File: config.mk
export PLATFORM = sky130hd
export DESIGN_NAME = dac_word_decoder
export DESIGN_NICKNAME = d
export VERILOG_FILES = /design/src/design/dac_word_decoder_pkg.sv /design/src/design/dac_word_decoder.sv
export VERILOG_INCLUDE_DIRS = /design/src /design/src/design
export SDC_FILE = /design/constraint.sdc
export NUM_CORES = 1
export LEC_CHECK = 0
export ABC_CLOCK_PERIOD_IN_PS = 4100
export CORE_ASPECT_RATIO = 1.5
export CORE_MARGIN = 10
export CORE_UTILIZATION = 30
export DETAILED_ROUTE_END_ITERATION = 8
export DONT_BUFFER_PORTS = 1
export SYNTH_ARGS = -nofsm -noshare
export SYNTH_HDL_FRONTEND = slang
export SYNTH_SLANG_ARGS = --single-unit
export TNS_END_PERCENT = 20
File: constraint.sdc
create_clock -name sys_clk -period 4.1 [get_ports sys_clk]
set_clock_uncertainty 0.1 [all_clocks]
set_input_delay 0.41 -clock sys_clk [delete_from_list [all_inputs] [get_ports sys_clk]]
set_output_delay 0.41 -clock sys_clk [all_outputs]
set_load 0.03 [all_outputs]
File: src/design/dac_word_decoder_params.svh
// Constants for the octal converter control-word decoder.
// Assumes inclusion by the package only; the decoder module does not include it.
`ifndef DAC_WORD_DECODER_PARAMS_SVH
`define DAC_WORD_DECODER_PARAMS_SVH

`define WORD_BITS 16
`define CODE_MAX_W 12
`define CHANNELS 8

// Word fields
`define BIT_KIND 15
`define BIT_CTL_HI 14
`define BIT_CTL_LO 13
`define BIT_FULL_RST 12
`define ADDR_HI 14
`define ADDR_LO 12

// Control function codes
`define CTL_CFG 2'h0
`define CTL_STROBE 2'h1
`define CTL_PDOWN 2'h2
`define CTL_RESET 2'h3

// Strobe modes
`define STB_TRACK 2'h0
`define STB_LATCH 2'h1
`define STB_SINGLE 2'h2
`define STB_RSVD 2'h3

// Register offsets (bytes)
`define OFS_CTRL 12'h000
`define OFS_STATUS 12'h004
`define OFS_CFG 12'h008
`define OFS_CODE0 12'h020
`define OFS_CODE7 12'h03C

// Reset values
`define RST_STB_MODE 2'h1
`define RST_CTRL_EN 1'h1

`endif

File: src/design/dac_word_decoder_pkg.sv
// Types shared by the control-word decoder and its bench.
// Assumes the params header sits on the include path.
package dac_word_decoder_pkg;
  `include "dac_word_decoder_params.svh"

  typedef enum logic [1:0] {
    RX_IDLE = 2'h0,
    RX_SHIFT = 2'h1,
    RX_DONE = 2'h3
  } rxState_t;

  // Per group A-D (index 0) and E-H (index 1)
  typedef struct packed {
    logic [1:0] gain;
    logic [1:0] buffered;
    logic [1:0] supplyRef;
  } groupCfg_t;

  typedef logic [`CHANNELS-1:0][`CODE_MAX_W-1:0] codeBank_t;

  typedef struct packed {
    logic [1:0] syncN;
    logic [1:0] sclk;
    logic [1:0] din;
    logic [1:0] loadN;
    logic sclkLast;
    logic loadLast;
    rxState_t rx;
    logic [4:0] bitCnt;
    logic [`WORD_BITS-1:0] shift;
    codeBank_t inCode;
    codeBank_t dacCode;
    logic [`CHANNELS-1:0] dirty;
    groupCfg_t cfgIn;
    groupCfg_t cfgOut;
    groupCfg_t cfgEff;
    logic cfgDirty;
    logic [1:0] stbMode;
    logic singlePend;
    logic [`CHANNELS-1:0] powerDown;
    logic rxPowered;
    logic ctrlEn;
    logic [7:0] frameCnt;
    logic [7:0] abortCnt;
    logic pready;
    logic pslverr;
    logic [31:0] prdata;
  } state_t;
endpackage : dac_word_decoder_pkg

File: src/design/dac_word_decoder.sv
// Serial control-word decoder for an eight-channel converter, with APB view.
// Assumes frame select, serial clock, data and strobe pin are asynchronous
// pins, sampled by sys_clk, which must run well above the serial clock.
//
// Local design decisions: the APB register port and the register offsets.
`timescale 1ns/1ns
module dac_word_decoder
  import dac_word_decoder_pkg::*;
#(
  parameter int DATA_W = 12
) (
  input wire logic sys_clk,
  input wire logic rstn,
  input wire logic syncN,
  input wire logic sclk,
  input wire logic din,
  input wire logic loadStrobeN,
  input wire logic psel,
  input wire logic penable,
  input wire logic pwrite,
  input wire logic [11:0] paddr,
  input wire logic [31:0] pwdata,
  output logic [31:0] prdata,
  output logic pready,
  output logic pslverr,
  output codeBank_t dacCode,
  output groupCfg_t groupCfg,
  output logic [`CHANNELS-1:0] powerDown,
  output logic rxPowered
);

  // ************************************************************
  // Elaboration checks
  // ************************************************************
  // Only these code widths have a defined place in the word
  if (DATA_W != 8 && DATA_W != 10 && DATA_W != 12) begin : g_badWidth
    $error("DATA_W must be 8, 10 or 12");
  end

  state_t s_r;
  state_t s_nxt;

  // Word code, top DATA_W bits of the field, left-aligned into storage
  function automatic logic [`CODE_MAX_W-1:0] wordCode(input logic [`WORD_BITS-1:0] w);
    logic [`CODE_MAX_W-1:0] c;
    c = '0;
    c[`CODE_MAX_W-1 -: DATA_W] = w[`CODE_MAX_W-1 -: DATA_W];
    return c;
  endfunction : wordCode

  // Supply reference overrides drive and range
  function automatic groupCfg_t effCfg(input groupCfg_t c);
    groupCfg_t e;
    e = c;
    e.gain = c.gain & ~c.supplyRef;
    e.buffered = c.buffered & ~c.supplyRef;
    return e;
  endfunction : effCfg

  function automatic logic [31:0] cfgWord(input state_t st);
    return {16'h0000, st.powerDown, st.stbMode, st.cfgOut};
  endfunction : cfgWord

  logic sclkFall;
  logic syncLow;
  logic wordDone;
  logic [`WORD_BITS-1:0] word;
  logic strobe;
  logic apbAccess;
  logic apbSetup;
  logic codeSel;

  always_comb begin
    s_nxt = s_r;
    // ************************************************************
    // Pin synchronisers
    // ************************************************************
    s_nxt.syncN = {s_r.syncN[0], syncN};
    s_nxt.sclk = {s_r.sclk[0], sclk};
    s_nxt.din = {s_r.din[0], din};
    s_nxt.loadN = {s_r.loadN[0], loadStrobeN};
    s_nxt.sclkLast = s_r.sclk[1];
    s_nxt.loadLast = s_r.loadN[1];
    syncLow = ~s_r.syncN[1] & s_r.ctrlEn;
    sclkFall = s_r.sclkLast & ~s_r.sclk[1];
    wordDone = 1'b0;
    word = s_r.shift;

    // ************************************************************
    // Frame receiver
    // ************************************************************
    s_nxt.rxPowered = syncLow;
    unique case (s_r.rx)
      RX_IDLE: begin
        s_nxt.bitCnt = 5'h00;
        if (syncLow) begin
          s_nxt.rx = RX_SHIFT;
        end
      end
      RX_SHIFT: begin
        if (!syncLow) begin
          // Short frame: nothing committed
          s_nxt.rx = RX_IDLE;
          s_nxt.abortCnt = s_r.abortCnt + 8'h01;
        end else if (sclkFall) begin
          word = {s_r.shift[`WORD_BITS-2:0], s_r.din[1]};
          s_nxt.shift = word;
          s_nxt.bitCnt = s_r.bitCnt + 5'h01;
          if (s_r.bitCnt == 5'(`WORD_BITS - 1)) begin
            // Commit on the sixteenth edge itself
            wordDone = 1'b1;
            s_nxt.rx = RX_DONE;
          end
        end
      end
      RX_DONE: begin
        // Extra edges in the same frame are ignored
        if (!syncLow) begin
          s_nxt.rx = RX_IDLE;
        end
      end
      default: begin
        s_nxt.rx = RX_IDLE;
      end
    endcase

    // ************************************************************
    // Output-register transfer
    // ************************************************************
    strobe = (s_r.stbMode == `STB_TRACK) || !s_r.loadN[1] || s_r.singlePend;
    s_nxt.singlePend = 1'b0;
    if (strobe) begin
      for (int i = 0; i < `CHANNELS; i++) begin
        if (s_r.dirty[i]) begin
          s_nxt.dacCode[i] = s_r.inCode[i];
          s_nxt.dirty[i] = 1'b0;
        end
      end
      if (s_r.cfgDirty) begin
        s_nxt.cfgOut = s_r.cfgIn;
        s_nxt.cfgDirty = 1'b0;
      end
    end

    // ************************************************************
    // Word decode; a write in the strobe cycle keeps its dirty bit
    // ************************************************************
    if (wordDone) begin
      s_nxt.frameCnt = s_r.frameCnt + 8'h01;
      if (!word[`BIT_KIND]) begin
        s_nxt.inCode[word[`ADDR_HI:`ADDR_LO]] = wordCode(word);
        s_nxt.dirty[word[`ADDR_HI:`ADDR_LO]] = 1'b1;
      end else begin
        unique case (word[`BIT_CTL_HI:`BIT_CTL_LO])
          `CTL_CFG: begin
            s_nxt.cfgIn.gain = word[5:4];
            s_nxt.cfgIn.buffered = word[3:2];
            s_nxt.cfgIn.supplyRef = word[1:0];
            s_nxt.cfgDirty = 1'b1;
          end
          `CTL_STROBE: begin
            if (word[1:0] != `STB_RSVD) begin
              s_nxt.stbMode = word[1:0];
            end
            s_nxt.singlePend = (word[1:0] == `STB_SINGLE);
          end
          `CTL_PDOWN: begin
            s_nxt.powerDown = word[7:0];
          end
          `CTL_RESET: begin
            s_nxt.inCode = '0;
            s_nxt.dacCode = '0;
            s_nxt.dirty = '0;
            s_nxt.singlePend = 1'b0;
            if (word[`BIT_FULL_RST]) begin
              s_nxt.cfgIn = '0;
              s_nxt.cfgOut = '0;
              s_nxt.cfgDirty = 1'b0;
              s_nxt.stbMode = `RST_STB_MODE;
              s_nxt.powerDown = '0;
            end
          end
        endcase
      end
    end

    // Override applied before the flop, so the output is registered
    s_nxt.cfgEff = effCfg(s_nxt.cfgOut);

    // ************************************************************
    // APB slave: data set up on the setup edge, no wait states
    // ************************************************************
    apbSetup = psel & ~penable;
    apbAccess = psel & penable & s_r.pready;
    codeSel = (paddr >= `OFS_CODE0) && (paddr <= `OFS_CODE7) && (paddr[1:0] == 2'h0);
    s_nxt.pready = apbSetup;
    if (apbSetup) begin
      s_nxt.pslverr = 1'b0;
      s_nxt.prdata = 32'h0000_0000;
      if (paddr == `OFS_CTRL) begin
        s_nxt.prdata = {31'h0000_0000, s_r.ctrlEn};
      end else if (paddr == `OFS_STATUS) begin
        s_nxt.prdata = {s_r.abortCnt, s_r.frameCnt, 5'h00, s_r.cfgDirty,
                        s_r.rx, s_r.dirty};
      end else if (paddr == `OFS_CFG) begin
        s_nxt.prdata = cfgWord(s_r);
      end else if (codeSel && !pwrite) begin
        s_nxt.prdata = {20'h0_0000, s_r.dacCode[paddr[4:2]]};
      end else begin
        s_nxt.pslverr = 1'b1;
      end
    end else begin
      // Error stands for the access cycle only
      s_nxt.pslverr = 1'b0;
    end
    // Disabling drops an open frame like a short one
    if (apbAccess && pwrite && paddr == `OFS_CTRL) begin
      s_nxt.ctrlEn = pwdata[0];
    end
  end

  always_ff @(posedge sys_clk or negedge rstn) begin
    if (!rstn) begin
      s_r <= '0;
      s_r.syncN <= 2'h3;
      s_r.sclk <= 2'h3;
      s_r.loadN <= 2'h3;
      s_r.sclkLast <= 1'b1;
      s_r.loadLast <= 1'b1;
      s_r.rx <= RX_IDLE;
      s_r.stbMode <= `RST_STB_MODE;
      s_r.ctrlEn <= `RST_CTRL_EN;
    end else begin
      s_r <= s_nxt;
    end
  end

  // ************************************************************
  // Outputs, all straight from state
  // ************************************************************
  assign prdata = s_r.prdata;
  assign pready = s_r.pready;
  assign pslverr = s_r.pslverr;
  assign dacCode = s_r.dacCode;
  assign groupCfg = s_r.cfgEff;
  assign powerDown = s_r.powerDown;
  assign rxPowered = s_r.rxPowered;

endmodule : dac_word_decoder

==> results of run 1 <==
[worst max-delay path: cells and delay by family (launching register included)]
kind / cells / cell delay [ps]
AOI/OAI and AO/OA: 3 / 1760
adders and majority gates: 1 / 160
buffers and inverters: 2 / 150
DFF: 1 / 550
and+or+nand+nor: 4 / 790
[per-layer routing]
metal  vias up  global-route usage  routed length [um]
li1       4388                   -                   -
met1      5059               0.172               17000
met2       399               0.254               22400
met3        80              0.0476                4190
met4         2              0.0596                1510
met5         -                   0                  13
[logic make-up (layout without fill, tap and decap cells)]
logic type / count (synthesis) / in the layout / share of synthesized area
and+or+nand+nor: 385 / 385 / 0.123
AOI/OAI and AO/OA: 343 / 343 / 0.165
DFF: 312 / 312 / 0.536
buffers and inverters: 248 / 113 / 0.103
muxes: 66 / 66 / 0.0583
xor gates and xnor gates: 14 / 14 / 0.00840
adders and majority gates: 8 / 8 / 0.00686
other: 0 / 1 / 0
[final cells by class]
class                      instances  area share
antenna                            1    0.000163
clock buffer                      46      0.0616
clock inverter                    13      0.0129
inverter                          23     0.00561
multi-input combinational        816       0.343
sequential                       312       0.508
tap                              650      0.0529
timing repair buffer              31      0.0161
[how the worst max path moves through the flow]
stage | from | to | slack, ps | cells past startpoint
2_1_floorplan | s_r[314]$_DFF_PN1_ | groupCfg[0]$_DFF_PN0_ | 970 | 12
3_3_place_gp | s_r[306]$_DFF_PN1_ | s_r[252]$_DFFE_PN0P_ | 630 | 10
3_5_place_dp | s_r[306]$_DFF_PN1_ | s_r[248]$_DFFE_PN0P_ | 540 | 10
4_1_cts | s_r[306]$_DFF_PN1_ | s_r[250]$_DFFE_PN0P_ | 510 | 10
5_1_grt | s_r[306]$_DFF_PN1_ | s_r[250]$_DFFE_PN0P_ | 200 | 10
6_report | s_r[306]$_DFF_PN1_ | s_r[250]$_DFFE_PN0P_ | 470 | 10
[state kept, by name, indices dropped and copies added, names as in the netlist]
name       count
dacCode       96
groupCfg       6
powerDown      8
prdata        32
pready         1
pslverr        1
rxPowered      1
s_nxt          6
s_r          161
[stage by stage]
stage          setup WS (ps)  instance area [um2]
6_report                 472                15400
5_1_grt                  198                15400
4_1_cts                  515                15400
3_5_place_dp             542                14200
3_3_place_gp             633                14200
2_1_floorplan            972                14600
[power groups by stage]
stage	clock, mW	combinational [mW]	sequential, mW
2_1_floorplan	0	0.0482	3.15
3_3_place_gp	0	0.0508	3.15
4_1_cts	3.25	0.0577	3.09
3_5_place_dp	0	0.0507	3.15
5_1_grt	3.37	0.0591	3.09
6_report	3.17	0.0584	3.09
[layout by cell type, fill, tap and decap left out, drive strengths merged, types with 21 or more instances in the layout]
cell     instances
dfrtp          303
nand2          247
a21oi          121
a22o            57
clkbuf          46
o21ai           44
nand3           39
mux2i           37
o2bb2ai         29
nor2            27
inv             26
buf             25
a22oi           21
==> impl_metrics.py, run 1 <==
metrics = {
    "cells_and_area": {
        "layout-drive-gt1-share": 0.114,
        "multi_input_area_um2": 5270,
        "final_cell_count_no_fill": 1892,
        "seqCellArea_um2": 7820,
        "fill_cells": 4796,
        "final_nets": 1279,
        "postLayoutCoreUtil": 0.321,
        "syn2layout_area_growth_pct": 5.41,
    },
    "route": {
        "vias": 9928,
        "postRouteAntennaNets": 0,
        "first_pass_iters": 6,
        "avgRoutedWirePerCell_um": 23.9,
        "drt-total-wl_mm": 45.1,
        "drtIter0Drc": 898,
        "viasPerCell": 5.25,
        "drc": 0,
    },
    "worst_setup_path": {
        "cp-end-kind": "register",
        "critPathMaxStageDelay_ps": 840,
        "crit_fanout": 14,
        "cp_cell_sequence": "and4bb_4 -> nand2_1 -> nand2_1 -> nand2_1 -> inv_1 -> ha_1 -> inv_1 -> a21oi_1 -> o21ai_1 -> a22o_1",
        "critPathLaunchType": "register",
        "crit_top_cell": "nand2_1",
        "r2r-end": "s_r[250]$_DFFE_PN0P_",
        "critPathArrivalTime_ps": 3930,
        "r2r_cells": 10,
        "path_class": "reg -> reg",
        "r2r_start": "s_r[306]$_DFF_PN1_",
        "slowest_stage": "a21oi_1",
        "reg2reg_slack_ps": 470,
        "crit_required_ps": 4400,
    },
    "synth": {
        "synth_ff_type": "dfrtp_1",
        "synth_top_area_share": 0.519,
        "syn-cell-area_um2": 14600,
        "synthArstFlopShare": 1.00,
        "yosys.cell_count.top_type": "dfrtp_1",
        "synthCells": 1376,
        "ys_top_cells_by_area": "dfrtp_1 (52%), buf_4 (7.5%), nand2_1 (6.3%), a21oi_1 (4.1%), a22o_1 (3.4%)",
        "synth_commonest_cells": "dfrtp_1 (303), nand2_1 (246), buf_4 (145)",
        "synth.avg_cell_area_um2": 10.6,
        "synth_edf_count": 0,
        "synth_warnings": 0,
        "synth_top_area_cell": "dfrtp_1",
        "ys_ff_latch": 312,
        "yosysSeqAreaShare": 0.536,
        "ys_types": 66,
        "syn-num-nets": 1437,
    },
    "grt": {
        "grt_max_degree": 313,
        "antenna_found_initial": 3,
        "grt.overflow.total": 0,
        "grt_pass1_vias": 9930,
        "grt_first_pass_wirelength_mm": 67.0,
        "grt_util_all_layers": 0.150,
    },
    "power_and_ir_drop": {
        "ir_drop_uv": 254,
        "sequentialPowerShare": 0.489,
        "comb_power_share": 0.009,
        "leakagePower_nw": 6.85,
        "pwr-share-clk": 0.502,
        "pwr_density_cell_nw_per_um2": 411,
        "swShare": 0.210,
        "p_int_mw": 5.00,
        "p_switching_mw": 1.33,
        "total_power_mw": 6.33,
    },
    "timing": {
        "final.min_clock_period_ps": 3630,
        "setup_viol": 0,
        "final.period_utilization": 0.885,
        "hold_violations": 304,
        "rsz0062_at_grt": "false",
        "max_freq_ghz": 0.276,
        "slew_viol_final": 0,
        "hold-worst-slack_ps": -501,
        "tightest_slew_ps": 1100,
        "tns_ps": 0,
        "relSlewSlack": 0.265,
    },
    "clock_tree": {
        "cts_tree": "yes",
        "postCtsSetupBuffers": 0,
        "cts_made_buffers": 34,
        "hold_buffers": 6,
        "cts_resized": 0,
        "cts_sinks": 312,
        "cts_root_buf": "clkbuf_16",
        "clk_latency_ps": 540,
        "path_clk_slew_ps": 60,
        "cts-htree-levels": 2,
        "cts.path.max_buffers": 3,
    },
    "floorplan": {
        "rows": 98,
        "io_pins": 198,
        "die_h_um": 290,
        "die_width_um": 200,
        "core-area_um2": 47900,
        "start_util": 0.304,
        "fp.dieArea_um2": 58100,
    },
    "hold_path": {
        "hp-class": "in -> async",
    },
    "run_status": {
        "outcome": "finished with violations",
        "violations": "negative hold slack",
    },
    "place": {
        "routabilityCongestion": 0.918,
        "dp.cells": 1826,
        "hpwl_mm": 32.7,
        "place.port_buffers": 0,
    },
    "flow_run": {
        "maxCapViolCount": 0,
    },
}
Power figures use the tool's default switching activity.
==> run 2: changes to the inputs <==
- PLACE_DENSITY: unset -> 0.51
==> run 2 against run 1 <==
Compared with the run above: global-route usage increased by 0.54 points; maximum frequency is 9.9% higher; design area up 0.32%; the flow still finishes with violations (negative hold slack); critical path depth up 1; die area did not move; worst hold slack better by 17 ps; count of clock-buffer cells in the layout unchanged; first-iteration DRC count decreased by 22%.
==> impl_metrics.py, run 2 (same netlist as run 1, synthesis figures left out) <==
metrics = {
    "run_status": {
        "outcome": "finished with violations",
        "violations": "negative hold slack",
    },
    "clock_tree": {
        "cts-htree-levels": 2,
        "cts_root_buf": "clkbuf_16",
        "clk_latency_ps": 540,
        "cts_sinks": 312,
        "path_clk_slew_ps": 60,
        "cts.path.max_buffers": 3,
        "hold_buffers": 6,
        "cts_made_buffers": 34,
        "postCtsSetupBuffers": 0,
        "cts_resized": 0,
        "cts_tree": "yes",
    },
    "worst_setup_path": {
        "crit_fanout": 13,
        "critPathBufInv": 3,
        "critPathMaxStageDelay_ps": 660,
        "endpoint": "s_r[218]$_DFFE_PN0P_",
        "crit_required_ps": 4420,
        "cp-end-kind": "register",
        "critPathLaunchType": "register",
        "r2r-end": "s_r[218]$_DFFE_PN0P_",
        "r2r_start": "s_r[314]$_DFF_PN1_",
        "startpoint": "s_r[314]$_DFF_PN1_",
        "path_class": "reg -> reg",
        "slowest_stage": "o21ai_2",
        "critPathArrivalTime_ps": 3620,
        "reg2reg_slack_ps": 800,
        "r2r_cells": 11,
        "cp.depth": 11,
        "cp_cell_sequence": "nand2b_2 -> inv_2 -> nand2_1 -> nand2_1 -> nand2_1 -> inv_1 -> ha_1 -> inv_1 -> nor3_1 -> o21ai_2 -> mux2_2",
        "crit_top_cell": "nand2_1",
        "cp_top_family": "simple AND/OR/NAND/NOR gates",
    },
    "grt": {
        "grt_max_degree": 313,
        "grt_util_all_layers": 0.155,
        "grt.overflow.total": 0,
        "antenna_found_initial": 2,
        "grt_first_pass_wirelength_mm": 69.0,
        "grt_pass1_vias": 10000,
    },
    "timing": {
        "hold_violations": 309,
        "rsz0062_at_grt": "false",
        "hold-worst-slack_ps": -484,
        "final.min_clock_period_ps": 3300,
        "slew_viol_final": 0,
        "tns_ps": 0,
        "max_freq_ghz": 0.303,
        "relSlewSlack": 0.317,
        "setup_viol": 0,
        "final.period_utilization": 0.805,
        "tightest_slew_ps": 1020,
    },
    "route": {
        "drt-total-wl_mm": 46.3,
        "drc": 0,
        "routed.top_layer": "met5",
        "dr_wl_met3_mm": 4.11,
        "postRouteAntennaNets": 0,
        "avgRoutedWirePerCell_um": 24.4,
        "first_pass_iters": 4,
        "drtIter0Drc": 700,
        "vias": 9892,
        "m1WireLength_mm": 17.8,
        "dr_wl_met2_mm": 22.7,
        "viasPerCell": 5.21,
    },
    "floorplan": {
        "rows": 98,
        "die_width_um": 200,
        "start_util": 0.304,
        "io_pins": 198,
        "fp.dieArea_um2": 58100,
        "die_h_um": 290,
        "core-area_um2": 47900,
    },
    "cells_and_area": {
        "fin_area_um2": 15400,
        "mostFrequentLayoutCells": "dfrtp_1 (303), nand2_1 (246), a21oi_1 (121)",
        "largest_register": "s_r",
        "antenna_cells": 0,
        "final_nets": 1285,
        "final_common_cell": "dfrtp_1",
        "layout-drive-gt1-share": 0.122,
        "syn2layout_area_growth_pct": 5.74,
        "largest_register_ffs": 161,
        "postLayoutCoreUtil": 0.322,
    },
    "power_and_ir_drop": {
        "leakagePower_nw": 6.90,
        "total_power_mw": 6.31,
        "ir_drop_uv": 231,
        "pwr_density_cell_nw_per_um2": 409,
    },
    "flow_run": {
        "maxCapViolCount": 0,
    },
    "place": {
        "place.port_buffers": 0,
        "hpwl_mm": 33.0,
        "place_area_um2": 14200,
        "routabilityCongestion": 0.864,
    },
    "hold_path": {
        "hp-class": "in -> async",
    },
}
## run 2: changes by cell type in the layout (fill, tap and decap cells not counted), sizes merged
cell / before / now
clkinv: 6 / 11
inv: 26 / 25
diode: 1 / 0
buf: 25 / 31
bufinv: 4 / 3
## run 2: routing by layer
layer / global-route usage / vias to the layer above
met5: 0 / -
met4: 0.0665 / 2
met3: 0.0537 / 75
met2: 0.258 / 338
met1: 0.178 / 5068
li1: - / 4409
## run 2: layout make-up
cell class	instances	area (um2)
Fill cell	4887	32500
Sequential cell	312	7820
Multi-Input combinational cell	816	5270
Clock buffer	46	956
Tap cell	650	813
Timing Repair Buffer	37	305
Clock inverter	16	181
Inverter	23	86.3
## run 2: report_power, final
group	internal [mW]	switching, mW	leakage, nW
Combinational	0.0241	0.0347	2.01
Sequential	3.09	0.00742	4.32
Clock	1.84	1.31	0.567
Total	4.95	1.36	6.90
## run 2: worst reg2reg max path, cell delays in order (launching register included)
cell and delay, ps:
dfstp_2 520, nand2b_2 350, inv_2 170, nand2_1 140, nand2_1 80, nand2_1 170, inv_1 80, ha_1 270
inv_1 140, nor3_1 80, o21ai_2 660, mux2_2 420
## run 2: through the flow
stage	std cells	hold slack, ps	setup slack, ps
2_1_floorplan	1376	14.4	972
3_3_place_gp	1832	27.5	861
3_5_place_dp	1832	26.8	785
4_1_cts	1900	-540	786
5_1_grt	1900	-512	627
6_report	1900	-484	798
## run 2: worst min-delay path by stage
stage / slack (ps) / from / to / cells after the start
2_1_floorplan: 10 / rstn / dacCode[0]$_DFF_PN0_ / 0
3_3_place_gp: 30 / rstn / s_r[43]$_DFFE_PN0N_ / 0
3_5_place_dp: 30 / rstn / s_r[42]$_DFFE_PN0N_ / 0
4_1_cts: -540 / rstn / s_r[42]$_DFFE_PN0N_ / 0
5_1_grt: -510 / rstn / s_r[196]$_DFFE_PN0P_ / 0
6_report: -480 / rstn / s_r[304]$_DFFE_PN0P_ / 0
==> run 3: changes to the inputs <==
- ABC_CLOCK_PERIOD_IN_PS: 4100 -> 3320
- clock period: 4.1 -> 3.32 ns (I/O delays scaled with it)
==> run 3 against run 2 <==
Compared with the run above: the flow still finishes with violations (negative hold slack); flip-flop and latch count is the same; sequential share of layout area shrank 0.27 points; maximum frequency grew 10%; power grew 23%; clock power grew 22%; utilization grew 0.17 points; final cell count grew 0.58%; die area is the same; design area grew 0.54%; count of clock-buffer cells in the layout is the same; critical endpoint is now s_r[202]$_DFFE_PN0P_; largest power group unchanged.
==> impl_metrics.py, run 3 (same netlist as run 1, synthesis figures left out) <==
metrics = {
    "floorplan": {
        "rows": 98,
        "start_util": 0.304,
        "die_h_um": 290,
        "die_width_um": 200,
        "fp.dieArea_um2": 58100,
        "io_pins": 198,
        "core-area_um2": 47900,
    },
    "grt": {
        "grt.overflow.total": 0,
        "antenna_found_initial": 1,
        "grt_max_degree": 313,
        "grt_util_all_layers": 0.156,
        "grt_pass1_vias": 10200,
        "grt_first_pass_wirelength_mm": 69.1,
    },
    "cells_and_area": {
        "largest_register": "s_r",
        "final_nets": 1300,
        "antenna_cells": 0,
        "largest_register_ffs": 161,
        "mostFrequentLayoutCells": "dfrtp_1 (303), nand2_1 (246), a21oi_1 (121)",
        "layout-drive-gt1-share": 0.125,
        "fill_cells": 4885,
        "syn2layout_area_growth_pct": 6.32,
        "final_common_cell": "dfrtp_1",
    },
    "route": {
        "vias": 9919,
        "drtIter0Drc": 686,
        "avgRoutedWirePerCell_um": 24.4,
        "drt-total-wl_mm": 46.5,
        "first_pass_iters": 5,
        "postRouteAntennaNets": 0,
        "viasPerCell": 5.19,
        "drc": 0,
    },
    "run_status": {
        "outcome": "finished with violations",
        "violations": "negative hold slack",
    },
    "timing": {
        "max_freq_ghz": 0.334,
        "slew_viol_final": 0,
        "final.min_clock_period_ps": 3000,
        "hold_violations": 312,
        "tightest_slew_ps": 929,
        "tns_ps": 0,
        "rsz0062_at_grt": "false",
        "final.period_utilization": 0.902,
        "setup_viol": 0,
        "worst_slack_ps": 324,
        "hold-worst-slack_ps": -580,
        "relSlewSlack": 0.377,
    },
    "worst_setup_path": {
        "cp_cell_sequence": "and4bb_4 -> nand2_1 -> nand2_1 -> nand2_1 -> inv_1 -> ha_1 -> inv_1 -> a21oi_1 -> o21ai_1 -> a22o_1",
        "path_class": "reg -> reg",
        "cp-end-kind": "register",
        "critPathMaxStageDelay_ps": 760,
        "critPathLaunchType": "register",
        "crit_fanout": 12,
        "crit_required_ps": 3690,
        "slowest_stage": "o21ai_1",
        "crit_top_cell": "nand2_1",
        "critPathArrivalTime_ps": 3360,
    },
    "clock_tree": {
        "postCtsSetupBuffers": 0,
        "cts_resized": 0,
        "cts_root_buf": "clkbuf_16",
        "cts.path.max_buffers": 3,
        "clk_latency_ps": 540,
        "cts_tree": "yes",
        "cts_made_buffers": 34,
        "path_clk_slew_ps": 70,
        "hold_buffers": 10,
        "cts_sinks": 312,
        "cts-htree-levels": 2,
    },
    "place": {
        "place_ws_ps": 343,
        "routabilityCongestion": 0.883,
        "hpwl_mm": 33.4,
        "place.port_buffers": 0,
    },
    "power_and_ir_drop": {
        "leakagePower_nw": 6.93,
        "pwr_density_cell_nw_per_um2": 499,
        "ir_drop_uv": 291,
    },
    "flow_run": {
        "maxCapViolCount": 0,
    },
    "hold_path": {
        "hp-class": "in -> async",
    },
}
==> run 3: worst max-delay path: cells and delay by family, from the launching register on <==
| kind | cells | cell delay [ps] |
|---|---|---|
| DFF | 1 | 560 |
| AOI/OAI and AO/OA | 3 | 1120 |
| and+or+nand+nor | 4 | 730 |
| adders and majority gates | 1 | 210 |
| buffers and inverters | 2 | 230 |
==> run 3: area by class of cell <==
type | instances | area, um2 | share of cell area
Sequential cell | 312 | 7820 | 0.504
Tap cell | 650 | 813 | 0.0524
Clock inverter | 12 | 151 | 0.00976
Inverter | 23 | 86.3 | 0.00556
Clock buffer | 46 | 947 | 0.0610
Timing Repair Buffer | 52 | 428 | 0.0276
Multi-Input combinational cell | 816 | 5270 | 0.340
==> run 3: final timing paths <==
path | from | end | slack [ps] | depth (start not counted)
max | s_nxt[306]$_DFF_PN1_ | s_r[202]$_DFFE_PN0P_ | 320 | 10
min | rstn | dacCode[7]$_DFF_PN0_ | -580 | 0
max reg2reg | s_nxt[306]$_DFF_PN1_ | s_r[202]$_DFFE_PN0P_ | 320 | 10
min reg2reg | s_nxt[308]$_DFF_PN1_ | s_nxt[305]$_DFF_PN1_ | 260 | 0
max in group asynchronous | rstn | s_r[279]$_DFFE_PN0P_ | 3070 | 0
min in group sys_clk | paddr[3] | prdata[0]$_DFFE_PN0P_ | 100 | 3
==> run 3: layer usage <==
metal	GRT usage	up-vias	wire (um)
li1	-	4434	-
met1	0.175	5076	17500
met2	0.263	328	22900
met3	0.0539	79	4170
met4	0.0687	2	1900
met5	0	-	18
==> run 3: stage by stage <==
stage	util	area (um2)	cells	hold slack, ps	power, mW
3_3_place_gp	0.299	14300	1843	-51.8	3.96
3_5_place_dp	0.299	14300	1843	-53.1	3.96
2_1_floorplan	-	14600	1376	-63.6	3.95
4_1_cts	0.324	15500	1911	-627	7.83
6_report	0.324	15500	1911	-580	7.74
5_1_grt	0.324	15500	1911	-589	7.95
==> run 3: power breakdown <==
part	switching, mW	internal, mW	leakage (nW)
clock	1.59	2.24	0.533
sequential	0.00889	3.81	4.32
combinational	0.0473	0.0321	2.07
